===== src/logic/pli_regs.svh =====
`ifndef PLI_REGS_SVH
`define PLI_REGS_SVH

// ----------------------------------------
// Local bus register addresses
// ----------------------------------------
`define PLI_NMI_ADDR 32'h1FFA001C
`define PLI_FLAG_ADDR 32'h1FFA0020
`define PLI_RST_ADDR 32'h1FFA0024

// ----------------------------------------
// Attention port fields and codes
// ----------------------------------------
`define PLI_ATTN_CODE_HI 7
`define PLI_ATTN_CODE_LO 4
`define PLI_ATTN_DEV_HI 3
`define PLI_ATTN_DEV_LO 0
`define PLI_ATTN_FLAG_CODE 4'hD

// ----------------------------------------
// Source indices, equal to their line codes
// ----------------------------------------
`define PLI_NUM_SRC 7
`define PLI_SRC_NMI 0
`define PLI_SRC_PAR 1
`define PLI_SRC_ATTN 2
`define PLI_SRC_EOT 3
`define PLI_SRC_GEN 4
`define PLI_SRC_BM2 5
`define PLI_SRC_BM1 6
`define PLI_CODE_NMI 4'h0
`define PLI_CODE_IDLE 4'hF

// ----------------------------------------
// Reset values
// ----------------------------------------
`define PLI_FLAG_RST 16'h0000
`define PLI_PEND_RST 7'h00
`define PLI_WORD_RST 32'h00000000

`endif


===== src/logic/pli_pkg.sv =====
package pli_pkg;

  // Gray steps idle -> show -> gap; gap -> idle flips both bits
  typedef enum logic [1:0] {
    PLI_IDLE = 2'b00,
    PLI_SHOW = 2'b01,
    PLI_GAP = 2'b11
  } pli_state_t;

  typedef struct packed {
    pli_state_t st;
    logic [2:0] cur;
    logic [6:0] pend;
    logic rst_stat;
    logic [3:0] int_code;
    logic [31:0] rdata;
    logic ack;
    logic busy_set;
  } pli_top_state_t;

  typedef struct packed {
    logic [15:0] flags;
  } pli_flag_state_t;

endpackage


===== src/logic/pli_pick_if.sv =====
`timescale 1ns/1ps

interface pli_pick_if;
  logic [6:0] pending;
  logic [2:0] index;
  logic valid;

  modport picker (input pending, output index, output valid);
  modport user (output pending, input index, input valid);
endinterface


===== src/logic/pli_irq_encoder.sv =====
`timescale 1ns/1ps
`include "pli_regs.svh"

// What this block does
// - Attention code D write sets source flag at the device-number index.
// - Source flags read and written directly only from the local bus.
// - Only PCI attention writes can set source flags.
// - Local write clears flags written 0, keeps flags written 1.
// - General request is OR of flags 7-0; end-of-transfer OR of 15-8.
// - Reset status bit 0 is 1 after command reset, 0 after hard reset.
// - Any PCI NMI write sets NMI status and presents code 0000.
// - Local read of NMI register returns status and clears it.
// - Exactly seven sources are driven onto four encoded lines.
// - Codes NMI 0 through channel 1 at 6; 7 to E never driven.
// - Lines sit at all ones with nothing presented.
// - Presented code holds until its clearing action; others stay pending.
// - After a clear, the highest-priority pending source comes next.
// - Among simultaneous sources the lowest code is presented first.
// - NMI bypasses the hold ordering and shows at once.
// - NMI and parity sources clear on their status register read.
// - Attention source clears on an attention port read.
// - Flag write clears general or end-of-transfer; reasserts while flags remain.
// - Channel sources clear on their channel status register read.
// - NMI register is 8-bit read/write on PCI, 32-bit read-only locally.
// - Attention bits 7-4 are the code, bits 3-0 the device number.
// - Attention code D writes do not set the command busy flag.

module pli_irq_encoder (
  // Clock and resets
  input wire logic ref_clk,
  input wire logic rst_n,
  input wire logic cmd_reset,
  // PCI side writes
  input wire logic pci_attn_wr,
  input wire logic [7:0] pci_attn_data,
  input wire logic pci_nmi_wr,
  output logic [7:0] pci_nmi_rdata,
  output logic cmd_busy_set,
  // Local bus register port
  input wire logic lb_sel,
  input wire logic lb_wr,
  input wire logic [31:0] lb_addr,
  input wire logic [31:0] lb_wdata,
  output logic [31:0] lb_rdata,
  output logic lb_ack,
  // Raw source events
  input wire logic parity_evt,
  input wire logic bm1_evt,
  input wire logic bm2_evt,
  // Clearing actions outside this block
  input wire logic parity_stat_rd,
  input wire logic attn_port_rd,
  input wire logic bm1_stat_rd,
  input wire logic bm2_stat_rd,
  // Interrupt outputs
  output logic [3:0] int_code,
  output logic general_req,
  output logic eot_req
);

  pli_pkg::pli_top_state_t s;
  pli_pkg::pli_top_state_t next_s;
  pli_pick_if pick_if ();

  logic [3:0] attn_code;
  logic [3:0] attn_dev;
  logic attn_flag;
  logic attn_other;
  logic rd_nmi;
  logic rd_flag;
  logic rd_rst;
  logic wr_flag;
  logic [15:0] flags;
  logic [6:0] set_v;
  logic [6:0] clr_v;
  logic [6:0] lvl_v;
  logic [31:0] rd_word;

  // ----------------------------------------
  // Attention decode
  // ----------------------------------------
  assign attn_code = pci_attn_data[`PLI_ATTN_CODE_HI:`PLI_ATTN_CODE_LO];
  assign attn_dev = pci_attn_data[`PLI_ATTN_DEV_HI:`PLI_ATTN_DEV_LO];
  assign attn_flag = pci_attn_wr && (attn_code == `PLI_ATTN_FLAG_CODE);
  // Other codes go to the command logic and raise the attention source
  assign attn_other = pci_attn_wr && (attn_code != `PLI_ATTN_FLAG_CODE);

  // ----------------------------------------
  // Local bus decode
  // ----------------------------------------
  // Full-word compare keeps aliases of the flag register off the bus
  assign rd_nmi = lb_sel && !lb_wr && (lb_addr == `PLI_NMI_ADDR);
  assign rd_flag = lb_sel && !lb_wr && (lb_addr == `PLI_FLAG_ADDR);
  assign rd_rst = lb_sel && !lb_wr && (lb_addr == `PLI_RST_ADDR);
  // The NMI word is read-only here, so a write to it falls through
  assign wr_flag = lb_sel && lb_wr && (lb_addr == `PLI_FLAG_ADDR);

  always_comb begin
    rd_word = `PLI_WORD_RST;
    if (rd_nmi) begin
      rd_word = {31'h00000000, s.pend[`PLI_SRC_NMI]};
    end else if (rd_flag) begin
      rd_word = {16'h0000, flags};
    end else if (rd_rst) begin
      rd_word = {31'h00000000, s.rst_stat};
    end
  end

  // ----------------------------------------
  // Source flags
  // ----------------------------------------
  pli_src_flags u_pli_src_flags (
    .ref_clk(ref_clk),
    .rst_n(rst_n),
    .cmd_reset(cmd_reset),
    .set_strobe(attn_flag),
    .set_index(attn_dev),
    .clear_strobe(wr_flag),
    .clear_mask(lb_wdata[15:0]),
    .flags(flags),
    .general(general_req),
    .eot(eot_req)
  );

  // ----------------------------------------
  // Per-source set and clear
  // ----------------------------------------
  // Level sources follow the flag ORs; their clear only ends the showing
  assign lvl_v = {1'b0, 1'b0, general_req, eot_req, 1'b0, 1'b0, 1'b0};

  always_comb begin
    set_v = 7'h00;
    set_v[`PLI_SRC_NMI] = pci_nmi_wr;
    set_v[`PLI_SRC_PAR] = parity_evt;
    set_v[`PLI_SRC_ATTN] = attn_other;
    set_v[`PLI_SRC_EOT] = eot_req;
    set_v[`PLI_SRC_GEN] = general_req;
    set_v[`PLI_SRC_BM2] = bm2_evt;
    set_v[`PLI_SRC_BM1] = bm1_evt;
    clr_v = 7'h00;
    clr_v[`PLI_SRC_NMI] = rd_nmi;
    clr_v[`PLI_SRC_PAR] = parity_stat_rd;
    clr_v[`PLI_SRC_ATTN] = attn_port_rd;
    clr_v[`PLI_SRC_EOT] = wr_flag;
    clr_v[`PLI_SRC_GEN] = wr_flag;
    clr_v[`PLI_SRC_BM2] = bm2_stat_rd;
    clr_v[`PLI_SRC_BM1] = bm1_stat_rd;
  end

  assign pick_if.pending = s.pend;

  pli_prio_pick u_pli_prio_pick (
    .pick(pick_if.picker)
  );

  // ----------------------------------------
  // Next state
  // ----------------------------------------
  always_comb begin
    next_s = s;
    next_s.busy_set = attn_other;
    next_s.ack = lb_sel;
    next_s.rdata = rd_word;
    for (int i = 0; i < `PLI_NUM_SRC; i++) begin
      if (lvl_v[i]) begin
        next_s.pend[i] = 1'b1;
      end else if (i == `PLI_SRC_EOT || i == `PLI_SRC_GEN) begin
        next_s.pend[i] = 1'b0;
      end else begin
        // A set in the same cycle as the clear is kept
        next_s.pend[i] = set_v[i] | (s.pend[i] & ~clr_v[i]);
      end
    end
    case (s.st)
      pli_pkg::PLI_IDLE: begin
        if (pick_if.valid) begin
          next_s.cur = pick_if.index;
          next_s.st = pli_pkg::PLI_SHOW;
        end
      end
      pli_pkg::PLI_SHOW: begin
        if (clr_v[s.cur]) begin
          next_s.st = pli_pkg::PLI_GAP;
        end
      end
      pli_pkg::PLI_GAP: begin
        // The gap cycle and the idle cycle after it put all ones on the lines for two cycles after the cleared code
        next_s.st = pli_pkg::PLI_IDLE;
      end
      default: begin
        next_s.st = pli_pkg::PLI_IDLE;
      end
    endcase
    if (cmd_reset) begin
      next_s.pend = `PLI_PEND_RST;
      next_s.st = pli_pkg::PLI_IDLE;
      next_s.cur = 3'h0;
      next_s.rst_stat = 1'b1;
      next_s.busy_set = 1'b0;
    end
    // NMI overrides whatever is held; the held code returns afterwards
    if (next_s.pend[`PLI_SRC_NMI]) begin
      next_s.int_code = `PLI_CODE_NMI;
    end else if (next_s.st == pli_pkg::PLI_SHOW) begin
      next_s.int_code = {1'b0, next_s.cur};
    end else begin
      next_s.int_code = `PLI_CODE_IDLE;
    end
  end

  always_ff @(posedge ref_clk or negedge rst_n) begin
    if (!rst_n) begin
      s.st <= pli_pkg::PLI_IDLE;
      s.cur <= 3'h0;
      s.pend <= `PLI_PEND_RST;
      s.rst_stat <= 1'b0;
      s.int_code <= `PLI_CODE_IDLE;
      s.rdata <= `PLI_WORD_RST;
      s.ack <= 1'b0;
      s.busy_set <= 1'b0;
    end else begin
      s <= next_s;
    end
  end

  // ----------------------------------------
  // Outputs
  // ----------------------------------------
  assign int_code = s.int_code;
  assign lb_rdata = s.rdata;
  assign lb_ack = s.ack;
  assign cmd_busy_set = s.busy_set;
  assign pci_nmi_rdata = {7'h00, s.pend[`PLI_SRC_NMI]};

  // ----------------------------------------
  // Checks
  // ----------------------------------------
  property p_nmi_now;
    @(posedge ref_clk) disable iff (!rst_n)
      (pci_nmi_wr && !cmd_reset) |=> (int_code == 4'h0) && pci_nmi_rdata[0];
  endproperty
  a_nmi_now: assert property (p_nmi_now) else $error("NMI not shown at once");

  property p_nmi_read;
    @(posedge ref_clk) disable iff (!rst_n)
      (rd_nmi && !pci_nmi_wr && !cmd_reset) |=>
        !pci_nmi_rdata[0] && (lb_rdata[0] == $past(pci_nmi_rdata[0]));
  endproperty
  a_nmi_read: assert property (p_nmi_read) else $error("NMI read did not clear");

  property p_cmd_rst_stat;
    @(posedge ref_clk) disable iff (!rst_n)
      cmd_reset ##[1:4] rd_rst |=> lb_rdata == 32'h00000001;
  endproperty
  a_cmd_rst_stat: assert property (p_cmd_rst_stat) else $error("reset status wrong");

  property p_gen_or;
    @(posedge ref_clk) disable iff (!rst_n)
      (attn_flag && !attn_dev[3] && !cmd_reset) |=> general_req && !cmd_busy_set;
  endproperty
  a_gen_or: assert property (p_gen_or) else $error("general request missing");

  property p_no_busy_d;
    @(posedge ref_clk) disable iff (!rst_n)
      attn_flag |=> !cmd_busy_set;
  endproperty
  a_no_busy_d: assert property (p_no_busy_d) else $error("busy set by code D");

  property p_code_legal;
    @(posedge ref_clk) disable iff (!rst_n)
      (int_code <= 4'h6) || (int_code == 4'hF);
  endproperty
  a_code_legal: assert property (p_code_legal) else $error("reserved code driven");

  property p_idle_ones;
    @(posedge ref_clk) disable iff (!rst_n)
      (s.st != pli_pkg::PLI_SHOW && !s.pend[`PLI_SRC_NMI]) |-> int_code == 4'hF;
  endproperty
  a_idle_ones: assert property (p_idle_ones) else $error("lines not idle");

  property p_hold;
    @(posedge ref_clk) disable iff (!rst_n)
      (s.st == pli_pkg::PLI_SHOW && !clr_v[s.cur] && !cmd_reset) |=>
        (s.st == pli_pkg::PLI_SHOW) && $stable(s.cur);
  endproperty
  a_hold: assert property (p_hold) else $error("code dropped before clear");

  property p_next_pick;
    @(posedge ref_clk) disable iff (!rst_n)
      (s.st == pli_pkg::PLI_IDLE && pick_if.valid && !cmd_reset) |=>
        (s.cur == $past(pick_if.index)) && (int_code == {1'b0, s.cur} || s.pend[0]);
  endproperty
  a_next_pick: assert property (p_next_pick) else $error("wrong source picked");

  property p_clear_ends;
    @(posedge ref_clk) disable iff (!rst_n)
      (s.st == pli_pkg::PLI_SHOW && clr_v[s.cur] && !cmd_reset) |=>
        (s.st == pli_pkg::PLI_GAP) ##1 (s.st == pli_pkg::PLI_IDLE);
  endproperty
  a_clear_ends: assert property (p_clear_ends) else $error("no clear");

  property p_latch_kept;
    @(posedge ref_clk) disable iff (!rst_n)
      (bm1_evt && !cmd_reset) |=> s.pend[`PLI_SRC_BM1];
  endproperty
  a_latch_kept: assert property (p_latch_kept) else $error("pending latch lost");

endmodule


===== src/logic/pli_prio_pick.sv =====
`timescale 1ns/1ps

module pli_prio_pick (
  // Pending sources in, winner out
  pli_pick_if.picker pick
);

  // Lowest index wins; index equals the line code
  function automatic logic [2:0] pli_lowest(input logic [6:0] v);
    logic [2:0] idx;
    idx = 3'h0;
    for (int i = 6; i >= 0; i--) begin
      if (v[i]) begin
        idx = i[2:0];
      end
    end
    return idx;
  endfunction

  assign pick.index = pli_lowest(pick.pending);
  assign pick.valid = |pick.pending;

endmodule


===== src/logic/pli_src_flags.sv =====
`timescale 1ns/1ps
`include "pli_regs.svh"

module pli_src_flags (
  // Clock and resets
  input wire logic ref_clk,
  input wire logic rst_n,
  input wire logic cmd_reset,
  // Set from attention writes
  input wire logic set_strobe,
  input wire logic [3:0] set_index,
  // Clear from local bus writes
  input wire logic clear_strobe,
  input wire logic [15:0] clear_mask,
  // State
  output logic [15:0] flags,
  output logic general,
  output logic eot
);

  pli_pkg::pli_flag_state_t s;
  pli_pkg::pli_flag_state_t next_s;
  logic [15:0] set_bits;
  logic [15:0] keep_bits;

  // ----------------------------------------
  // Flag update
  // ----------------------------------------
  always_comb begin
    set_bits = set_strobe ? (16'h0001 << set_index) : 16'h0000;
    keep_bits = clear_strobe ? clear_mask : 16'hFFFF;
    next_s.flags = (s.flags & keep_bits) | set_bits;
    if (cmd_reset) begin
      next_s.flags = `PLI_FLAG_RST;
    end
  end

  always_ff @(posedge ref_clk or negedge rst_n) begin
    if (!rst_n) begin
      s.flags <= `PLI_FLAG_RST;
    end else begin
      s <= next_s;
    end
  end

  assign flags = s.flags;
  assign general = |s.flags[7:0];
  assign eot = |s.flags[15:8];

  // ----------------------------------------
  // Checks
  // ----------------------------------------
  property p_attn_sets;
    @(posedge ref_clk) disable iff (!rst_n)
      (set_strobe && !cmd_reset) |=> flags[$past(set_index)];
  endproperty
  a_attn_sets: assert property (p_attn_sets) else $error("flag not set by attention");

  property p_zero_clears;
    @(posedge ref_clk) disable iff (!rst_n)
      (clear_strobe && !set_strobe && !cmd_reset) |=>
        flags == ($past(flags) & $past(clear_mask));
  endproperty
  a_zero_clears: assert property (p_zero_clears) else $error("flag clear wrong");

  property p_no_local_set;
    @(posedge ref_clk) disable iff (!rst_n)
      !set_strobe |=> (flags & ~$past(flags)) == 16'h0000;
  endproperty
  a_no_local_set: assert property (p_no_local_set) else $error("flag set locally");

endmodule

===== config.mk =====
export PLATFORM = sky130hd
export DESIGN_NAME = pli_irq_encoder
export DESIGN_NICKNAME = d
export VERILOG_FILES = /design/src/logic/pli_pkg.sv /design/src/logic/pli_pick_if.sv /design/src/logic/pli_irq_encoder.sv /design/src/logic/pli_prio_pick.sv /design/src/logic/pli_src_flags.sv
export VERILOG_INCLUDE_DIRS = /design/src /design/src/logic
export SDC_FILE = /design/constraint.sdc
export NUM_CORES = 1
export LEC_CHECK = 0
export BUFFER_PORTS_ARGS = -buffer_cell sky130_fd_sc_hd__buf_2
export CAP_MARGIN = 10
export CORE_UTILIZATION = 41
export CTS_CLUSTER_DIAMETER = 80
export DETAILED_ROUTE_END_ITERATION = 12
export PLACE_DENSITY = 0.74
export SETUP_SLACK_MARGIN = 0.4
export SYNTH_ARGS = -nofsm -noshare
export SYNTH_HDL_FRONTEND = slang
export SYNTH_SLANG_ARGS = --single-unit

===== constraint.sdc =====
create_clock -name ref_clk -period 1.8 [get_ports ref_clk]
set_input_delay 0.27 -clock ref_clk [delete_from_list [all_inputs] [get_ports ref_clk]]
set_output_delay 0.27 -clock ref_clk [all_outputs]
set_load 0.03 [all_outputs]

==> impl_metrics.toml, run 1 <==
[sta]
rsz0062_at_grt = "yes"
setup_viol = 1
max_freq_mhz = 551
skew_ns = 0.0115
finalHoldViolations = 0
fin_hold_ws_ns = 0.101
setup_slack_ns = -0.0135
slew_viol_final = 0
fin_crit_sh = 1.01
period_minus_slack_ns = 1.81

[place]
port_buffers = 94
dpl.hpwl_um = 4490
gp_congestion = 0.849
dpl-instance-area_sq_um = 3030

[detailed_routing]
wl_per_cell_um = 15.4
drt-initial-drc-count = 133
routed_wl_um = 6930
via_per_inst = 5.10
first_pass_iters = 4
antenna_left = 0
vias = 2288
drc = 0

[global_route]
grt_pass1_vias = 2119
track_usage = 0.193
antenna_found_initial = 0
grt_max_degree = 31
grt_pass1_wl_um = 9520
overflow = 0

[run_status]
outcome = "finished, violations left"
violations = "setup timing"

[setup_path]
worstReg2RegStart = "pick_if.pending[2]$_DFF_PN0_"
arrival_ns = 2.06
required_ns = 2.04
crit_path_end_kind = "flop"
r2r-end = "int_code[1]$_DFF_PN1_"
timing.critical_path.from_type = "flop"
r2r_setup_slack_ns = -0.01
path_class = "reg -> reg"
path_max_fanout = 4
r2r_cells = 6

[logic_synthesis]
ys_ff_latch = 51
avgSynthCellArea_sq_um = 9.57
synth-async-reset-ratio = 1.00
ys.flop_type = "dfrtp_1"
yosysTopAreaCell = "dfrtp_1"
synth.top_cell.area_share = 0.453
ys_warn_count = 0
synth_top_family_by_area = "simple AND/OR/NAND/NOR gates"
synth_xor_area_frac = 0
synth_fa_ha_area_frac = 0
synthMuxAreaShare = 0
ys_seq_area_frac = 0.494
netlist_area_sq_um = 2590
synth.area.top_cells = "dfrtp_1 45%, buf_4 13%, a21oi_1 5.4%"
netlist_instances = 271
synth_edf_count = 0
synthSimpleGateAreaFrac = 0.218
synth_compound_area_frac = 0.134
synthDistinctLibCells = 39

[clocking]
clock_path_buffers = 2
clkSinkCount = 51
numCtsBuffers = 5
cts_tree = "yes"
clockRootBuffer = "clkbuf_8"
cts.clk_slew.worst_paths_ns = 0.09
ctsHtreeMaxLevel = 2
clk_latency_ns = 0.31

[layout]
final_common_cell = "buf_2"
syn_to_final_growth_pct = 43.0
fin_nets = 459
diodes = 0
mostFrequentLayoutCells = "89 x buf_2, 44 x dfrtp_1, 23 x conb_1"
fill_cells = 491
layout-drive-gt1-share = 0.545
fin_area_sq_um = 3710

[min_path]
hold_start = "lb_sel"
whs_endpoint = "lb_ack$_DFF_PN0_"
hold_path.class = "in -> reg"
min_path_cells = 1

[floorplan]
core_sq_um = 6030
die_area_sq_um = 6650
io_pins = 134
die-height_um = 81.5
fp.dieW_um = 81.5
rows = 28
start_util = 0.430

[pwr]
ir_drop_mv = 0.388
leakagePower_uw = 0.00179
combPwrFrac = 0.193
swShare = 0.295
power.density_nw_per_um2 = 619
p_clk_frac = 0.280
power_uw = 2300
p_int_uw = 1620
p_switching_uw = 677
power_frac_seq = 0.527

[job]
maxCapViolCount = 0
==> Yosys cell counts (2+ instances only) <==
cell / n
or3_1: 2
nor2b_1: 3
nand3_1: 7
or2_2: 3
or4_1: 3
nor4b_2: 2
nand2b_1: 2
nor4_1: 6
dfstp_2: 4
clkbuf_1: 5
o211ai_1: 2
nor3b_1: 2
o31ai_1: 2
inv_1: 10
and4b_1: 2
o21ai_0: 18
nand2_1: 20
a21oi_1: 28
nor3_1: 2
nand4_1: 5
nor2_1: 18
dfrtp_1: 47
buf_4: 44
and2_1: 16
o21ai_1: 2
a211oi_1: 3
==> state kept, by name, summed over array words and instances (netlist names) <==
| register | flops |
|---|---|
| lb_rdata | 16 |
| u_pli_src_flags.flags | 16 |
| pick_if.pending | 7 |
| s | 6 |
| int_code | 4 |
| cmd_busy_set | 1 |
| lb_ack | 1 |
==> worst max path at each step <==
stage	start	end	slack (ns)	cells after the start
final	pick_if.pending[2]$_DFF_PN0_	int_code[1]$_DFF_PN1_	-0.01	6
after global routing	pick_if.pending[2]$_DFF_PN0_	int_code[1]$_DFF_PN1_	-0.04	6
after global placement	lb_addr[10]	u_pli_src_flags.flags[15]$_DFF_PN0_	-0.15	7
after floorplan	lb_addr[10]	u_pli_src_flags.flags[11]$_DFF_PN0_	0.009	7
after detailed placement	lb_addr[10]	int_code[1]$_DFF_PN1_	-0.23	7
after CTS	pick_if.pending[2]$_DFF_PN0_	int_code[1]$_DFF_PN1_	0.03	5
==> final cells by class <==
class	instances	area [sq um]	share of cell area
clock buffers	6	72.6	0.0196
clock inverters	2	12.5	0.00337
inverters	10	37.5	0.0101
multi-input cells	182	1380	0.373
flip-flops and latches	51	1280	0.346
well taps	75	93.8	0.0253
repair buffers	123	825	0.222
==> metal layers <==
metal  global-route usage  up-vias  wire length (um)
li1                     -     1076                 -
met1                0.231     1097              2740
met2                0.334       96              3660
met3               0.0267       19               334
met4                0.104        0               207
met5                    0        -                 0
==> repair_timing <==
action	in CTS	in global routing
endpoints found under the setup margin	44	44
hold buffers	1	0
resized for setup	44	55
gates cloned	1	1
hold endpoints to repair	17	0
pin swaps	28	24
buffers inserted	7	8
==> critical path: stages (launching register included) <==
cell	delay, ns
dfrtp_1	0.40
or4_4	0.56
buf_6	0.14
o21ai_4	0.18
a21oi_2	0.08
or2_4	0.24
a21oi_2	0.15
==> power groups by stage <==
stage	Clock (uW)	Combinational, uW	Sequential (uW)
after floorplan	0	261	1230
after global placement	0	365	1230
after detailed placement	0	371	1230
after CTS	660	398	1210
after global routing	700	477	1210
final	643	443	1210
==> cell families (layout without fill, tap and decap cells) <==
group,Yosys count,in the layout
AOI/OAI and AO/OA,60,60
DFF,51,51
and+or+nand+nor,99,99
other,1,23
buffers and inverters,60,141
==> stage by stage <==
step | TNS (ns) | utilization | std cells | worst slack [ns]
global route | -0.0424 | 0.616 | 449 | -0.0424
global placement | -3.74 | 0.503 | 423 | -0.155
floorplan | 0 | - | 293 | 0.00883
detailed placement | -5.20 | 0.503 | 423 | -0.232
finish | -0.0135 | 0.616 | 449 | -0.0135
CTS | 0 | 0.560 | 440 | 0.0272
(Power assumes the default switching activity.)
==> inputs of run 2 (changes only) <==
CORE_UTILIZATION = 42   (was 41)
CTS_BUF_LIST = sky130_fd_sc_hd__clkbuf_8   (was unset)
PLACE_DENSITY = 0.76   (was 0.74)
==> run 2 against run 1 <==
  * The flow now finishes without violations
  * Critical path depth increased by 2
  * Final area is 2.0% lower
  * Die area fell by 2.3%
==> impl_metrics.toml, run 2 (synthesis results as in run 1) <==
[layout]
fin_area_sq_um = 3640
mostFrequentLayoutCells = "88 x buf_2, 43 x dfrtp_1, 23 x conb_1"
final_common_cell = "buf_2"
layout-drive-gt1-share = 0.521
fin_nets = 459
syn_to_final_growth_pct = 40.2
fill_cells = 484
utilization = 0.611
diodes = 0

[sta]
worst_slew_pin_slew_ns = 0.501
period_minus_slack_ns = 1.72
slew_headroom = 0.666
rsz0062_at_grt = "yes"
max_freq_mhz = 581
fin_crit_sh = 0.957
setup_viol = 0
setup_slack_ns = 0.0774
skew_ns = 0.00751
finalHoldViolations = 0
slew_viol_final = 0

[setup_path]
worstReg2RegStart = "pick_if.pending[3]$_DFF_PN0_"
timing.critical_path.from_type = "input pin"
crit_path_end_kind = "flop"
path_max_fanout = 8
r2r_setup_slack_ns = 0.09
r2r-end = "int_code[1]$_DFF_PN1_"
r2r_cells = 5
arrival_ns = 1.89
required_ns = 1.97
path_class = "in -> reg"

[detailed_routing]
drt-initial-drc-count = 144
first_pass_iters = 4
drc = 0
via_per_inst = 5.12
wl_per_cell_um = 15.2
antenna_left = 0
vias = 2301
routed_wl_um = 6810

[min_path]
min_path_cells = 1
whs_endpoint = "lb_ack$_DFF_PN0_"
hold_path.class = "in -> reg"
hold_start = "lb_sel"

[pwr]
power.density_nw_per_um2 = 664
ir_drop_mv = 0.441
leakagePower_uw = 0.00178

[clocking]
clock_path_buffers = 2
ctsHtreeMaxLevel = 2
cts_tree = "yes"
numCtsBuffers = 5
clockRootBuffer = "clkbuf_8"
cts.clk_slew.worst_paths_ns = 0.08
clkSinkCount = 51
clk_latency_ns = 0.31

[place]
dpl.hpwl_um = 4390
gp_congestion = 0.845
port_buffers = 94
pre_cts_ws_ns = -0.214
dpl-instance-area_sq_um = 3020

[global_route]
overflow = 0
antenna_found_initial = 0
grt_pass1_vias = 2214
grt_pass1_wl_um = 9840
grt_max_degree = 30
track_usage = 0.199

[run_status]
outcome = "finished, final reports clean"

[floorplan]
core_sq_um = 5960
die-height_um = 80.6
die_area_sq_um = 6490
fp.dieW_um = 80.6
start_util = 0.436
rows = 28
io_pins = 134

[job]
maxCapViolCount = 0
==> run 2: changes by cell type in the layout (fill, tap and decap cells not counted), moves of 2 or more <==
cell | before | now
o21ai_4 | 7 | 5
and2_4 | 15 | 8
nor4_4 | 5 | 3
a21oi_2 | 9 | 7
nor4_2 | 0 | 2
a21oi_1 | 17 | 20
o21ai_2 | 11 | 14
o31ai_2 | 0 | 2
and2_1 | 1 | 8
buf_6 | 7 | 9
==> run 2: worst max path at each step <==
stage	from	endpoint
after global routing	lb_addr[10]	u_pli_src_flags.flags[12]$_DFF_PN0_
after global placement	lb_addr[10]	u_pli_src_flags.flags[15]$_DFF_PN0_
after CTS	pick_if.pending[3]$_DFF_PN0_	int_code[2]$_DFF_PN1_
after detailed placement	lb_addr[10]	int_code[2]$_DFF_PN1_
after floorplan	lb_addr[10]	u_pli_src_flags.flags[11]$_DFF_PN0_
final	lb_addr[10]	u_pli_src_flags.flags[0]$_DFF_PN0_
==> run 2: metrics by stage <==
| step | std cells | hold slack [ns] | power [uW] | setup TNS, ns |
|---|---|---|---|---|
| 2_1_floorplan | 293 | -0.0256 | 1490 | 0 |
| 3_3_place_gp | 422 | 0.259 | 1590 | -3.54 |
| 3_5_place_dp | 422 | 0.261 | 1600 | -5.12 |
| 4_1_cts | 438 | 0.106 | 2400 | 0 |
| 5_1_grt | 449 | 0.0974 | 2510 | -0.00511 |
| 6_report | 449 | 0.102 | 2420 | 0 |
==> run 2: repair_timing <==
item | 4_1_cts | 5_1_grt
setup buffers | 6 | 10
pin swaps | 27 | 15
hold buffers | 1 | 0
endpoints found under the setup margin | 43 | 43
hold endpoints to repair | 18 | 0
resized for setup | 45 | 35
cloned | 1 | 1
==> run 2: critical path, stage by stage <==
cell and delay (ns):
buf_6 0.10, nor4b_4 0.24, nand4_1 0.19, or4_4 0.59, buf_12 0.16, buf_12 0.14, o21ai_2 0.11, a21oi_1 0.09
==> run 2: power breakdown <==
group	switching (uW)	total [uW]	leakage [uW]	internal, uW
combinational	265	415	0.00105	150
clock	380	794	0.0000581	414
sequential	21.5	1210	0.000674	1190
total	667	2420	0.00178	1750
==> run 2: layout make-up <==
cell class	count	area, sq um	area share
Clock buffer	5	68.8	0.0189
Timing Repair Buffer	123	827	0.227
Tap cell	75	93.8	0.0258
Inverter	10	37.5	0.0103
Multi-Input combinational cell	182	1280	0.352
Clock inverter	3	43.8	0.0120
Sequential cell	51	1290	0.354
==> run 2: routing by layer <==
layer  up-vias  share of wire  global-route usage
li1       1076              -                   -
met1      1116           0.41               0.252
met2        92           0.51               0.324
met3        17          0.054              0.0386
met4         0          0.026              0.0964
met5         -              0                   0
==> inputs of run 3 (changes only) <==
SETUP_SLACK_MARGIN = 0.5   (was 0.4)
==> run 3 against run 2 <==
  * Routed wire length shrank 2.0%
  * Via count grew 0.17%
  * Highest routed layer unchanged
  * Worst setup slack lost 0.028 ns
  * Die area is the same
  * Critical endpoint is now int_code[1]$_DFF_PN1_
  * Hold slack lost 0.0052 ns
  * Register-to-register slack lost 0.04 ns
  * Clock-buffer cell count is the same
==> impl_metrics.toml, run 3 (synthesis results as in run 1) <==
[setup_path]
path_class = "reg -> reg"
arrival_ns = 1.99
r2r_cells = 5
worstReg2RegStart = "pick_if.pending[2]$_DFF_PN0_"
r2r_setup_slack_ns = 0.05
cp_num_buf_inv = 1
critical_path.cell_chain = "or4_4 > o31a_1 > inv_1 > o22ai_4 > a21oi_1"
crit_path_end_kind = "flop"
required_ns = 2.04
r2r-end = "int_code[1]$_DFF_PN1_"
timing.critical_path.from_type = "flop"
cpPeakStageDelay_ns = 0.58
crit_slowest_cell = "or4_4"
path_max_fanout = 4
cp_top_family = "simple AND/OR/NAND/NOR gates"

[layout]
fill_cells = 476
mostFrequentLayoutCells = "84 x buf_2, 46 x dfrtp_1, 25 x a21oi_1"
syn_to_final_growth_pct = 38.1
fin_nets = 456
layout-drive-gt1-share = 0.488
final_common_cell = "buf_2"
diodes = 0
fin_area_sq_um = 3580

[detailed_routing]
drt-initial-drc-count = 252
via_per_inst = 5.17
drc = 0
routed_wl_um = 6670
first_pass_iters = 4
antenna_left = 0
vias = 2305
wl_per_cell_um = 14.9

[floorplan]
fp.dieW_um = 80.6
die-height_um = 80.6
rows = 28
core_sq_um = 5960
io_pins = 134
start_util = 0.436
die_area_sq_um = 6490

[sta]
period_minus_slack_ns = 1.75
skew_ns = 0.00393
slew_viol_final = 0
fin_crit_sh = 0.973
finalHoldViolations = 0
worst_slew_pin_slew_ns = 0.568
slew_headroom = 0.621
setup_slack_ns = 0.0493
setup_viol = 0
rsz0062_at_grt = "yes"
max_freq_mhz = 571

[min_path]
min_path_cells = 1
whs_endpoint = "lb_ack$_DFF_PN0_"
hold_start = "lb_sel"
hold_path.class = "in -> reg"

[run_status]
outcome = "finished, final reports clean"

[clocking]
clk_latency_ns = 0.31
cts.clk_slew.worst_paths_ns = 0.09
cts_tree = "yes"
numCtsBuffers = 5
clkSinkCount = 51
ctsHtreeMaxLevel = 2
clock_path_buffers = 2
clockRootBuffer = "clkbuf_8"

[place]
port_buffers = 94
pre_cts_ws_ns = -0.171
dpl-instance-area_sq_um = 3040
gp_congestion = 0.879
dpl.hpwl_um = 4400

[global_route]
overflow = 0
track_usage = 0.203
antenna_found_initial = 0
grt_pass1_vias = 2149
grt_max_degree = 29
grt_pass1_wl_um = 9830

[job]
maxCapViolCount = 0

[pwr]
leakagePower_uw = 0.00176
power.density_nw_per_um2 = 643
power_uw = 2300
ir_drop_mv = 0.376
## run 3: where the power goes
group	switching (uW)	total (uW)	leakage [uW]	internal (uW)
Combinational	274	440	0.00103	166
Clock	379	653	0.0000483	274
Sequential	23.3	1210	0.000679	1190
Total	677	2300	0.00176	1630
## run 3: worst max path at each step
stage | from | to | slack [ns] | depth (start not counted)
global placement | lb_addr[10] | int_code[0]$_DFF_PN1_ | -0.14 | 7
floorplan | lb_addr[10] | u_pli_src_flags.flags[11]$_DFF_PN0_ | 0.009 | 7
detailed placement | lb_addr[31] | int_code[1]$_DFF_PN1_ | -0.17 | 7
CTS | pick_if.pending[3]$_DFF_PN0_ | int_code[0]$_DFF_PN1_ | 0.08 | 5
finish | pick_if.pending[2]$_DFF_PN0_ | int_code[1]$_DFF_PN1_ | 0.05 | 5
global route | lb_addr[13] | u_pli_src_flags.flags[2]$_DFF_PN0_ | -0.01 | 8
## run 3: routing by layer
metal	GRT usage	up-vias	share of wire
li1	-	1070	-
met1	0.245	1088	0.38
met2	0.336	121	0.51
met3	0.0352	26	0.073
met4	0.127	0	0.038
met5	0	-	0
## run 3: area by class of cell
cell class / instances / area (sq um) / share of cell area
inverter: 10 / 37.5 / 0.0105
clock buffer: 5 / 68.8 / 0.0192
multi-input combinational: 182 / 1260 / 0.353
tap: 75 / 93.8 / 0.0262
sequential: 51 / 1280 / 0.358
timing repair buffer: 120 / 816 / 0.228
clock inverter: 3 / 18.8 / 0.00524
## run 3: per-stage QoR
step | setup TNS, ns | instances | hold WS (ns) | utilization
after floorplan | 0 | 293 | -0.0256 | -
after global placement | -3.26 | 422 | 0.288 | 0.510
after detailed placement | -4.26 | 422 | 0.291 | 0.510
after CTS | 0 | 441 | 0.0942 | 0.576
after global routing | -0.0143 | 446 | 0.102 | 0.601
final | 0 | 446 | 0.0972 | 0.601
## run 3: worst reg2reg max path, cell delays in order, from the launching register on
cell and delay, ns:
dfrtp_1 0.41, or4_4 0.58, o31a_1 0.33, inv_1 0.12, o22ai_4 0.10, a21oi_1 0.15
## run 3: timing repair
item	in CTS	in global routing
buffers inserted	8	5
pin swaps	30	18
hold buffers	1	0
cloned	2	0
resized for setup	51	24
endpoints found under the hold margin	21	0
endpoints found under the setup margin	45	48
